==> src/pkg/jtag_debug_pkg.sv <==
package jtag_debug_pkg;

    // register byte offsets on the axi4-lite slave
    localparam logic [7:0] OFS_INSTR = 8'h00; // instruction register image, read only
    localparam logic [7:0] OFS_STATUS = 8'h04; // sticky events, write one to clear
    localparam logic [7:0] OFS_MASK = 8'h08; // interrupt enables, same layout as status
    localparam logic [7:0] OFS_MODE = 8'h0C; // debug mode and chip reset state, read only

    // axi response codes
    localparam logic [1:0] RESP_OKAY = 2'h0;
    localparam logic [1:0] RESP_SLVERR = 2'h2;

    // instruction register layout
    localparam int IR_W = 16; // full register width
    localparam int OP_W = 4; // live instruction bits at the top
    localparam int OP_LSB = 12; // position of the lowest instruction bit
    localparam logic [11:0] IR_RSVD = 12'hFFF; // low bits always read as ones
    localparam logic [15:0] IR_RESET = 16'hFFFF; // bypass with reserved ones

    // instruction codes in the top four bits
    localparam logic [3:0] OP_EXTEST = 4'h0;
    localparam logic [3:0] OP_WAKE = 4'h1;
    localparam logic [3:0] OP_SAMPLE = 4'h4;
    localparam logic [3:0] OP_RST_NEGATE = 4'h6;
    localparam logic [3:0] OP_RST_ASSERT = 4'h7;
    localparam logic [2:0] OP_IRQ_HI = 3'h5; // 101x, lowest bit ignored
    localparam logic [3:0] OP_BYPASS = 4'hF;

    // status and mask bit positions
    localparam int EV_IRQ = 0; // debug interrupt command seen
    localparam int EV_WAKE = 1; // wake command seen
    localparam int EV_RST = 2; // chip reset assert or negate command seen
    localparam int EV_UPD = 3; // instruction update
    localparam int EV_W = 4;

    // mode register bit positions
    localparam int MODE_DBG = 0;
    localparam int MODE_CHIPRST = 1;

    // boundary chain length, bits 0 to 297
    localparam int BSR_LEN = 298;

    // tap controller states
    typedef enum logic [3:0] {
        ST_RESET = 4'b1111,
        ST_IDLE = 4'b1100,
        ST_SEL_DR = 4'b0111,
        ST_CAP_DR = 4'b0110,
        ST_SH_DR = 4'b0010,
        ST_EX1_DR = 4'b0001,
        ST_PAU_DR = 4'b0011,
        ST_EX2_DR = 4'b0000,
        ST_UPD_DR = 4'b0101,
        ST_SEL_IR = 4'b0100,
        ST_CAP_IR = 4'b1110,
        ST_SH_IR = 4'b1010,
        ST_EX1_IR = 4'b1001,
        ST_PAU_IR = 4'b1011,
        ST_EX2_IR = 4'b1000,
        ST_UPD_IR = 4'b1101
    } tap_state_t;

    // the four link pins after synchronising
    typedef struct packed {
        logic tck;
        logic tms;
        logic tdi;
        logic trst_n;
    } tap_pins_t;

    // decoded data path for the current instruction
    typedef struct packed {
        logic scan; // boundary chain between tdi and tdo
        logic drive; // boundary chain owns the pins
    } path_t;

endpackage

==> src/logic/jtag_debug_tap_port.sv <==
`timescale 1ns/1ps

// Behaviour
// tdi in, tdo out, stepped by tck
// tap state follows tms per 1149.1
// trst low holds whole port reset; status, mask, irq, debug mode and bus take rst only
// mode pin sampled during reset, low selects debug
// host holds mode pin after reset release
// scan and commands only in debug mode
// one-bit bypass stage in bypass mode
// 16-bit read-only instruction, resets to bypass
// instruction reset by trst or test-logic-reset
// instruction loadable in any cpu mode
// host never loads reserved codes
// 0000 external test, 0100 sample/preload
// 0110 releases, 0111 asserts chip reset
// 101x raises debug interrupt to cpu
// 1111 is bypass and reset value
// 0001 wakes cpu from sleep
// bits 11 to 0 read as ones
// boundary chain drives and observes pins
// new instruction acts only at update-ir
module jtag_debug_tap_port #(
    parameter int BSR_W = jtag_debug_pkg::BSR_LEN
) (
    input wire logic clk,
    input wire logic rst,
    // link pins, asynchronous to clk
    input wire logic tck,
    input wire logic tms,
    input wire logic tdi,
    input wire logic trst_n,
    output logic tdo,
    output logic tdo_oe,
    // strap pins, asynchronous to clk
    input wire logic system_reset_pin_n,
    input wire logic debug_mode_select_pin,
    // toward the cpu
    output logic chip_reset_req,
    output logic cpu_debug_irq,
    output logic cpu_wake,
    output logic irq,
    // boundary scan cells on the device pins
    input wire logic [BSR_W-1:0] pin_in,
    output logic [BSR_W-1:0] pin_out,
    output logic pin_drive,
    // axi4-lite slave
    input wire logic [7:0] s_axi_awaddr,
    input wire logic s_axi_awvalid,
    output logic s_axi_awready,
    input wire logic [31:0] s_axi_wdata,
    input wire logic [3:0] s_axi_wstrb,
    input wire logic s_axi_wvalid,
    output logic s_axi_wready,
    output logic [1:0] s_axi_bresp,
    output logic s_axi_bvalid,
    input wire logic s_axi_bready,
    input wire logic [7:0] s_axi_araddr,
    input wire logic s_axi_arvalid,
    output logic s_axi_arready,
    output logic [31:0] s_axi_rdata,
    output logic [1:0] s_axi_rresp,
    output logic s_axi_rvalid,
    input wire logic s_axi_rready
);

    // which data path an instruction selects, gated by debug mode
    function automatic jtag_debug_pkg::path_t path_of(input logic [3:0] op, input logic dbg);
        jtag_debug_pkg::path_t p;
        p.drive = dbg && (op == jtag_debug_pkg::OP_EXTEST);
        p.scan = dbg && (op == jtag_debug_pkg::OP_EXTEST || op == jtag_debug_pkg::OP_SAMPLE);
        return p;
    endfunction

    jtag_debug_pkg::tap_pins_t pins_raw; // pins grouped as they arrive
    jtag_debug_pkg::tap_pins_t pins_s1_r; // first synchroniser stage
    jtag_debug_pkg::tap_pins_t pins_s2_r; // second stage, safe to use
    logic tck_prev_r; // last tck level for edge finding
    logic tck_rise; // tck rising edge seen on clk
    logic tck_fall; // tck falling edge seen on clk
    logic port_rst; // reset of tap, chains, pins and cpu outputs; not status, mask, irq or mode
    logic sysrst_s1_r; // strap synchronisers
    logic sysrst_s2_r;
    logic mode_s1_r;
    logic mode_s2_r;
    logic debug_mode_r; // latched debug mode
    jtag_debug_pkg::tap_state_t state_r; // tap controller
    jtag_debug_pkg::tap_state_t state_nxt;
    logic [jtag_debug_pkg::IR_W-1:0] ir_r; // active instruction
    logic [jtag_debug_pkg::IR_W-1:0] ir_sh_r; // instruction shift stage
    logic bypass_r; // single bypass stage
    logic [BSR_W-1:0] bsr_sh_r; // boundary shift chain
    logic [BSR_W-1:0] bsr_upd_r; // boundary update latches
    jtag_debug_pkg::path_t path; // current data path
    logic [3:0] new_op; // instruction arriving at update-ir
    logic upd_ir_now; // update-ir taken this cycle
    logic [jtag_debug_pkg::EV_W-1:0] ev; // event pulses this cycle
    logic [jtag_debug_pkg::EV_W-1:0] status_r; // sticky events
    logic [jtag_debug_pkg::EV_W-1:0] mask_r; // interrupt enables
    logic [jtag_debug_pkg::EV_W-1:0] w1c; // bits cleared by software now
    logic aw_have_r; // write address held
    logic w_have_r; // write data held
    logic [7:0] aw_addr_r;
    logic [31:0] w_data_r;
    logic [3:0] w_strb_r;
    logic wr_go; // both halves of a write present
    logic [31:0] rd_word; // read mux

    assign pins_raw = '{tck: tck, tms: tms, tdi: tdi, trst_n: trst_n};

    // two flops per pin; first feeds only second
    always_ff @(posedge clk)
    begin
        if (rst)
        begin
            pins_s1_r <= '{tck: 1'b0, tms: 1'b1, tdi: 1'b1, trst_n: 1'b0};
            pins_s2_r <= '{tck: 1'b0, tms: 1'b1, tdi: 1'b1, trst_n: 1'b0};
            tck_prev_r <= 1'b0;
        end
        else
        begin
            pins_s1_r <= pins_raw;
            pins_s2_r <= pins_s1_r;
            tck_prev_r <= pins_s2_r.tck;
        end
    end

    // tck must be well below clk/4 so no edge is missed
    assign tck_rise = pins_s2_r.tck && !tck_prev_r;
    assign tck_fall = !pins_s2_r.tck && tck_prev_r;
    // trst is taken without tck, so the port resets even with tck stopped
    assign port_rst = rst || !pins_s2_r.trst_n;

    // strap synchronisers
    always_ff @(posedge clk)
    begin
        if (rst)
        begin
            sysrst_s1_r <= 1'b0;
            sysrst_s2_r <= 1'b0;
            mode_s1_r <= 1'b1;
            mode_s2_r <= 1'b1;
        end
        else
        begin
            sysrst_s1_r <= system_reset_pin_n;
            sysrst_s2_r <= sysrst_s1_r;
            mode_s1_r <= debug_mode_select_pin;
            mode_s2_r <= mode_s1_r;
        end
    end

    // follow the strap in system reset, then hold
    // both pins share the same delay, so the host hold time covers the sample
    always_ff @(posedge clk)
    begin
        if (rst)
            debug_mode_r <= 1'b0;
        else if (!sysrst_s2_r)
            debug_mode_r <= !mode_s2_r;
    end

    // next tap state from tms
    always_comb
    begin
        state_nxt = state_r;
        case (state_r)
            jtag_debug_pkg::ST_RESET:
                state_nxt = pins_s2_r.tms ? jtag_debug_pkg::ST_RESET : jtag_debug_pkg::ST_IDLE;
            jtag_debug_pkg::ST_IDLE:
                state_nxt = pins_s2_r.tms ? jtag_debug_pkg::ST_SEL_DR : jtag_debug_pkg::ST_IDLE;
            jtag_debug_pkg::ST_SEL_DR:
                state_nxt = pins_s2_r.tms ? jtag_debug_pkg::ST_SEL_IR : jtag_debug_pkg::ST_CAP_DR;
            jtag_debug_pkg::ST_CAP_DR:
                state_nxt = pins_s2_r.tms ? jtag_debug_pkg::ST_EX1_DR : jtag_debug_pkg::ST_SH_DR;
            jtag_debug_pkg::ST_SH_DR:
                state_nxt = pins_s2_r.tms ? jtag_debug_pkg::ST_EX1_DR : jtag_debug_pkg::ST_SH_DR;
            jtag_debug_pkg::ST_EX1_DR:
                state_nxt = pins_s2_r.tms ? jtag_debug_pkg::ST_UPD_DR : jtag_debug_pkg::ST_PAU_DR;
            jtag_debug_pkg::ST_PAU_DR:
                state_nxt = pins_s2_r.tms ? jtag_debug_pkg::ST_EX2_DR : jtag_debug_pkg::ST_PAU_DR;
            jtag_debug_pkg::ST_EX2_DR:
                state_nxt = pins_s2_r.tms ? jtag_debug_pkg::ST_UPD_DR : jtag_debug_pkg::ST_SH_DR;
            jtag_debug_pkg::ST_UPD_DR:
                state_nxt = pins_s2_r.tms ? jtag_debug_pkg::ST_SEL_DR : jtag_debug_pkg::ST_IDLE;
            jtag_debug_pkg::ST_SEL_IR:
                state_nxt = pins_s2_r.tms ? jtag_debug_pkg::ST_RESET : jtag_debug_pkg::ST_CAP_IR;
            jtag_debug_pkg::ST_CAP_IR:
                state_nxt = pins_s2_r.tms ? jtag_debug_pkg::ST_EX1_IR : jtag_debug_pkg::ST_SH_IR;
            jtag_debug_pkg::ST_SH_IR:
                state_nxt = pins_s2_r.tms ? jtag_debug_pkg::ST_EX1_IR : jtag_debug_pkg::ST_SH_IR;
            jtag_debug_pkg::ST_EX1_IR:
                state_nxt = pins_s2_r.tms ? jtag_debug_pkg::ST_UPD_IR : jtag_debug_pkg::ST_PAU_IR;
            jtag_debug_pkg::ST_PAU_IR:
                state_nxt = pins_s2_r.tms ? jtag_debug_pkg::ST_EX2_IR : jtag_debug_pkg::ST_PAU_IR;
            jtag_debug_pkg::ST_EX2_IR:
                state_nxt = pins_s2_r.tms ? jtag_debug_pkg::ST_UPD_IR : jtag_debug_pkg::ST_SH_IR;
            jtag_debug_pkg::ST_UPD_IR:
                state_nxt = pins_s2_r.tms ? jtag_debug_pkg::ST_SEL_DR : jtag_debug_pkg::ST_IDLE;
            default:
                state_nxt = jtag_debug_pkg::ST_RESET;
        endcase
    end

    // tap state moves only on a tck rising edge or on port reset
    always_ff @(posedge clk)
    begin
        if (port_rst)
            state_r <= jtag_debug_pkg::ST_RESET;
        else if (tck_rise)
            state_r <= state_nxt;
    end

    assign path = path_of(ir_r[jtag_debug_pkg::IR_W-1 -: jtag_debug_pkg::OP_W], debug_mode_r);
    assign new_op = ir_sh_r[jtag_debug_pkg::IR_W-1 -: jtag_debug_pkg::OP_W];
    assign upd_ir_now = tck_rise && state_r == jtag_debug_pkg::ST_UPD_IR;

    // instruction shift stage, blind to cpu sleep
    always_ff @(posedge clk)
    begin
        if (port_rst)
            ir_sh_r <= jtag_debug_pkg::IR_RESET;
        else if (tck_rise && state_r == jtag_debug_pkg::ST_CAP_IR)
            ir_sh_r <= ir_r;
        else if (tck_rise && state_r == jtag_debug_pkg::ST_SH_IR)
            ir_sh_r <= {pins_s2_r.tdi, ir_sh_r[jtag_debug_pkg::IR_W-1:1]};
    end

    // active instruction changes only at update-ir, in test-logic-reset or on port reset
    always_ff @(posedge clk)
    begin
        if (port_rst)
            ir_r <= jtag_debug_pkg::IR_RESET;
        else if (state_r == jtag_debug_pkg::ST_RESET)
            ir_r <= jtag_debug_pkg::IR_RESET;
        else if (upd_ir_now)
            ir_r <= {new_op, jtag_debug_pkg::IR_RSVD};
    end

    // bypass stage: zero at capture, then one cell of delay
    always_ff @(posedge clk)
    begin
        if (port_rst)
            bypass_r <= 1'b0;
        else if (tck_rise && state_r == jtag_debug_pkg::ST_CAP_DR)
            bypass_r <= 1'b0;
        else if (tck_rise && state_r == jtag_debug_pkg::ST_SH_DR)
            bypass_r <= pins_s2_r.tdi;
    end

    // boundary chain capture and shift
    always_ff @(posedge clk)
    begin
        if (port_rst)
            bsr_sh_r <= '0;
        else if (tck_rise && path.scan && state_r == jtag_debug_pkg::ST_CAP_DR)
            bsr_sh_r <= pin_in;
        else if (tck_rise && path.scan && state_r == jtag_debug_pkg::ST_SH_DR)
            bsr_sh_r <= {pins_s2_r.tdi, bsr_sh_r[BSR_W-1:1]};
    end

    // update latches, preloaded or driven onto pins
    always_ff @(posedge clk)
    begin
        if (port_rst)
            bsr_upd_r <= '0;
        else if (tck_rise && path.scan && state_r == jtag_debug_pkg::ST_UPD_DR)
            bsr_upd_r <= bsr_sh_r;
    end

    // pin takeover registered so the outputs stay glitch free
    always_ff @(posedge clk)
    begin
        if (port_rst)
        begin
            pin_out <= '0;
            pin_drive <= 1'b0;
        end
        else
        begin
            pin_out <= bsr_upd_r;
            pin_drive <= path.drive;
        end
    end

    // tdo moves on tck fall, half a period before the host samples
    always_ff @(posedge clk)
    begin
        if (port_rst)
        begin
            tdo <= 1'b0;
            tdo_oe <= 1'b0;
        end
        else if (tck_fall)
        begin
            tdo_oe <= state_r == jtag_debug_pkg::ST_SH_IR || state_r == jtag_debug_pkg::ST_SH_DR;
            if (state_r == jtag_debug_pkg::ST_SH_IR)
                tdo <= ir_sh_r[0];
            else if (path.scan)
                tdo <= bsr_sh_r[0];
            else
                tdo <= bypass_r;
        end
    end

    // command events in debug mode only; update event in any mode
    always_comb
    begin
        ev = '0;
        if (upd_ir_now && debug_mode_r)
        begin
            ev[jtag_debug_pkg::EV_IRQ] = new_op[3:1] == jtag_debug_pkg::OP_IRQ_HI;
            ev[jtag_debug_pkg::EV_WAKE] = new_op == jtag_debug_pkg::OP_WAKE;
            ev[jtag_debug_pkg::EV_RST] = new_op == jtag_debug_pkg::OP_RST_ASSERT ||
                new_op == jtag_debug_pkg::OP_RST_NEGATE;
        end
        ev[jtag_debug_pkg::EV_UPD] = upd_ir_now;
    end

    // chip reset level and one-cycle cpu pulses
    always_ff @(posedge clk)
    begin
        if (port_rst)
        begin
            chip_reset_req <= 1'b0;
            cpu_debug_irq <= 1'b0;
            cpu_wake <= 1'b0;
        end
        else
        begin
            cpu_debug_irq <= ev[jtag_debug_pkg::EV_IRQ];
            cpu_wake <= ev[jtag_debug_pkg::EV_WAKE];
            if (ev[jtag_debug_pkg::EV_RST])
                chip_reset_req <= new_op == jtag_debug_pkg::OP_RST_ASSERT;
        end
    end

    // software clear requests from a status write
    assign wr_go = aw_have_r && w_have_r && !s_axi_bvalid;
    assign w1c = (wr_go && aw_addr_r == jtag_debug_pkg::OFS_STATUS && w_strb_r[0]) ?
        w_data_r[jtag_debug_pkg::EV_W-1:0] : '0;

    // sticky status; a new event wins over a clear in the same cycle
    always_ff @(posedge clk)
    begin
        if (rst)
            status_r <= '0;
        else
            status_r <= (status_r & ~w1c) | ev;
    end

    // mask register
    always_ff @(posedge clk)
    begin
        if (rst)
            mask_r <= '0;
        else if (wr_go && aw_addr_r == jtag_debug_pkg::OFS_MASK && w_strb_r[0])
            mask_r <= w_data_r[jtag_debug_pkg::EV_W-1:0];
    end

    // level interrupt, one cycle behind status
    always_ff @(posedge clk)
    begin
        if (rst)
            irq <= 1'b0;
        else
            irq <= |(status_r & mask_r);
    end

    // write address, held until the response
    always_ff @(posedge clk)
    begin
        if (rst)
        begin
            aw_have_r <= 1'b0;
            aw_addr_r <= '0;
            s_axi_awready <= 1'b1;
        end
        else if (s_axi_awvalid && s_axi_awready)
        begin
            aw_have_r <= 1'b1;
            aw_addr_r <= s_axi_awaddr;
            s_axi_awready <= 1'b0;
        end
        else if (s_axi_bvalid && s_axi_bready)
        begin
            aw_have_r <= 1'b0;
            s_axi_awready <= 1'b1;
        end
    end

    // write data channel, independent of the address
    always_ff @(posedge clk)
    begin
        if (rst)
        begin
            w_have_r <= 1'b0;
            w_data_r <= '0;
            w_strb_r <= '0;
            s_axi_wready <= 1'b1;
        end
        else if (s_axi_wvalid && s_axi_wready)
        begin
            w_have_r <= 1'b1;
            w_data_r <= s_axi_wdata;
            w_strb_r <= s_axi_wstrb;
            s_axi_wready <= 1'b0;
        end
        else if (s_axi_bvalid && s_axi_bready)
        begin
            w_have_r <= 1'b0;
            s_axi_wready <= 1'b1;
        end
    end

    // write response; read-only and unmapped words answer slverr
    always_ff @(posedge clk)
    begin
        if (rst)
        begin
            s_axi_bvalid <= 1'b0;
            s_axi_bresp <= jtag_debug_pkg::RESP_OKAY;
        end
        else if (wr_go)
        begin
            s_axi_bvalid <= 1'b1;
            s_axi_bresp <= (aw_addr_r == jtag_debug_pkg::OFS_STATUS || aw_addr_r == jtag_debug_pkg::OFS_MASK) ?
                jtag_debug_pkg::RESP_OKAY : jtag_debug_pkg::RESP_SLVERR;
        end
        else if (s_axi_bready)
            s_axi_bvalid <= 1'b0;
    end

    // read mux
    always_comb
    begin
        rd_word = '0;
        case (s_axi_araddr)
            jtag_debug_pkg::OFS_INSTR: rd_word[jtag_debug_pkg::IR_W-1:0] = ir_r;
            jtag_debug_pkg::OFS_STATUS: rd_word[jtag_debug_pkg::EV_W-1:0] = status_r;
            jtag_debug_pkg::OFS_MASK: rd_word[jtag_debug_pkg::EV_W-1:0] = mask_r;
            jtag_debug_pkg::OFS_MODE:
            begin
                rd_word[jtag_debug_pkg::MODE_DBG] = debug_mode_r;
                rd_word[jtag_debug_pkg::MODE_CHIPRST] = chip_reset_req;
            end
            default: rd_word = '0;
        endcase
    end

    // read channel, one read in flight
    always_ff @(posedge clk)
    begin
        if (rst)
        begin
            s_axi_arready <= 1'b1;
            s_axi_rvalid <= 1'b0;
            s_axi_rdata <= '0;
            s_axi_rresp <= jtag_debug_pkg::RESP_OKAY;
        end
        else if (s_axi_arvalid && s_axi_arready)
        begin
            s_axi_arready <= 1'b0;
            s_axi_rvalid <= 1'b1;
            s_axi_rdata <= rd_word;
            s_axi_rresp <= (s_axi_araddr[1:0] == 2'h0 && s_axi_araddr <= jtag_debug_pkg::OFS_MODE) ?
                jtag_debug_pkg::RESP_OKAY : jtag_debug_pkg::RESP_SLVERR;
        end
        else if (s_axi_rvalid && s_axi_rready)
        begin
            s_axi_rvalid <= 1'b0;
            s_axi_arready <= 1'b1;
        end
    end

endmodule

==> config.mk <==
export PLATFORM = sky130hd
export DESIGN_NAME = jtag_debug_tap_port
export DESIGN_NICKNAME = d
export VERILOG_FILES = /design/src/pkg/jtag_debug_pkg.sv /design/src/logic/jtag_debug_tap_port.sv
export SDC_FILE = /design/constraint.sdc
export NUM_CORES = 2
export LEC_CHECK = 0
export BUFFER_PORTS_ARGS = -buffer_cell sky130_fd_sc_hd__clkbuf_2
export CORE_AREA = 2 2 296 298
export DETAILED_ROUTE_END_ITERATION = 6
export DIE_AREA = 0 0 298 300
export MAX_ROUTING_LAYER = met4
export PLACE_DENSITY_LB_ADDON = 0.2
export SLEW_MARGIN = 25
export SYNTH_ARGS = -nofsm -noshare
export SYNTH_HDL_FRONTEND = slang
export SYNTH_SLANG_ARGS = --single-unit
==> constraint.sdc <==
create_clock -name clk -period 4.1 [get_ports clk]
set_input_delay 0.615 -clock clk [delete_from_list [all_inputs] [get_ports clk]]
set_output_delay 0.615 -clock clk [all_outputs]
set_load 0.02 [all_outputs]
==> results.md <==
- Outcome: finished, final reports clean
- Final cell count without fillers: 5436
- Final slew viol count: 0
- Initial antenna violation count: 18
- H-tree depth: 3
- Relative slew slack: 23.5%
- Crit Path Max Fanout: 50
- Crit Path Class: reg -> reg
- Met2 Track Usage GR: 34.1%
- Yosys warnings: 0
- Hold-fix buffers, CTS: 0
- Mean Syn Cell Area: 9.60 µm²
- First-pass GRT wire length: 143000 µm
- Crit start category: register
- Post-synth top area share: 56.0%
- Top Ports: 709
- Drc violations: 0
- Clock root buffer master: clkbuf_16
- Gr ovfl total: 0
- GRT busiest layer: met2
- P_leak: 18.0 nW
- Number of CTS-inserted buffers: 106
- RSZ-0062 raised after global routing: no
- RePlAce Congestion: 0.809
- Cell type with the largest total area after synthesis: dfxtp_1
- Max Cap Viol: 0
- Overall routing resource usage: 20.7%
- Share of layout cells above drive strength 1: 23.4%
- EDFF count, synth: 0
- Total wire length: 93000 µm
- GR Util met1: 24.9%
- Final Core Density: 49.6%
- # setup viols final: 0
- Rows: 108
- WL/cell: 17.1 µm
- Fin Setup TNS: 0 ps
- Period utilisation layout: 67.8%
- Post-DP HPWL: 61500 µm
- DR iter-0 viols: 1278
- WP data required: 4690 ps
- Clk_skew: 29.9 ps
- Distinct cells, synth: 48
- CTS tree: built
- Count leader, synth: dfxtp_1
- Total setup buffers inserted after CTS: 0
- Number of synthesized register bits: 979
- Drt via density: 4.80
- CTS resizes: 0
- Max Root-Sink Buffers: 3
- CTS sink cnt: 979
- Ys flop type: dfxtp_1
- Ranking of synthesized cells by area: dfxtp_1 56%, mux2i_1 8.9%, nand2_1 7.0%
- Post-synthesis cell area: 35000 µm²
- Skew-Pair Late Insertion Delay: 660 ps
- Vias in the first global route: 24796
- Area growth syn-to-layout: 22.2%
- Clk slew on worst S/H paths: 60 ps
- Critical Path AT: 3370 ps
- Power Dens Cells: 469 nW/µm²
- Core Box Area: 86200 µm²
- Initial Util: 40.6%
- DR pass1 iterations: 5
- Die Y: 300 µm
- Mapped Cells: 3648
- Post-route cell area: 42800 µm²
- Worst slew pin tran: 1150 ps
- Vias: 26074
- Asr flop ratio synth: 0%
- Minimum clock period: 2780 ps
- Hold Path Class: in -> reg
- Crit. End Element: register
- Maximum VDD drop: 0.355 mV
- Synth cell count leaders: 979 x dfxtp_1, 650 x nand2_1, 334 x a21oi_1, 328 x nor2_1, 310 x mux2i_1
- Largest net degree at the start of global routing: 165
- Fin nets: 4536
- Die area: 89400 µm²
- Worst hold margin: 154 ps
- Final Hold Viols: 0
- Port bufs: 659
- Width of the die: 298 µm
- Area of placed instances: 38900 µm²
- Met3 usage: 5.69%
- Placed cell count: 5220
- Post-synthesis sequential area ratio: 56.0%
- Antenna-violating nets left: 0
- FMAX: 360 MHz
-- critical path, cell delays in order, from the launching register on --
cell      delay (ps)
dfxtp_4          920
and4bb_2         430
and4_4           590
buf_4            490
nand2_1          110
a21oi_1          140
-- cell families (layout without fill, tap and decap cells) --
group | Yosys count | after routing | share of synthesized area, %
buffers and inverters | 316 | 915 | 4.32
DFF | 979 | 979 | 56.0
muxes | 312 | 312 | 8.93
and+or+nand+nor | 1360 | 1360 | 17.4
other | 1 | 35 | 0.0107
AOI/OAI and AO/OA | 680 | 680 | 13.4
-- final cells by class --
type	instances	area [µm²]
multi-input cells	2370	14000
flip-flops and latches	979	19600
clock inverters	47	666
fillers	8233	43400
diodes	17	42.5
repair buffers	708	3880
inverters	8	30.0
clock buffers	152	3140
well taps	1155	1450
-- stage by stage --
stage,setup WS [ps],power (mW)
floorplan,2220,9.99
global placement,1330,10.2
detailed placement,1280,10.2
CTS,1300,20.4
global route,1110,20.8
finish,1320,20.1
-- final timing paths --
kind,from,to,slack (ps),cells past startpoint
min,tdi,pins_s1_r[1]$_SDFF_PP1_,150,2
max,state_r[2]$_SDFFE_PP1P_,bsr_upd_r[28]$_SDFFE_PP0P_,1320,5
min reg2reg,mode_s1_r$_SDFF_PP1_,mode_s2_r$_SDFF_PP1_,410,1
max reg2reg,state_r[2]$_SDFFE_PP1P_,bsr_upd_r[28]$_SDFFE_PP0P_,1320,5
-- sequential cells by signal (all words and copies together) (netlist names), 4 cells and up --
register     flops
bsr_sh_r       298
bsr_upd_r      298
pin_out        298
ir_sh_r         16
s_axi_rdata      9
aw_addr_r        8
ir_r             4
mask_r           4
pins_s1_r        4
pins_s2_r        4
state_r          4
status_r         4
w_data_r         4
-- cell usage in the layout (no fill, tap or decap), drive strengths merged, types with 6 or more instances in the layout --
cell type  Yosys  layout
dfxtp        979     979
and2         300     300
or2            6       6
diode          0      17
clkbuf       180     811
nor2         328     328
a21oi        334     334
bufinv         0      12
nor2b         14      14
nor3b         12      12
nand3         19      19
clkinv         0      25
clkinvlp       0       6
a211oi       299     299
o21ai         20      20
nand2        650     650
nand2b         8       8
mux2i        310     310
conb           1      18
buf          128      49
a22o           6       6
inv            8      12
-- where the power goes --
part / internal [mW] / switching (mW)
combinational: 0.201 / 0.260
clock: 6.11 / 3.96
sequential: 9.53 / 0.0168
total: 15.8 / 4.23
-- layer usage --
metal  vias to the layer above  part of all wire [%]
met4                         0                   1.9
li1                      13295                     -
met1                     12135                    43
met3                       113                   6.2
met5                         -                     0
met2                       531                    49
Note: power is estimated with default switching activity, not from simulation.
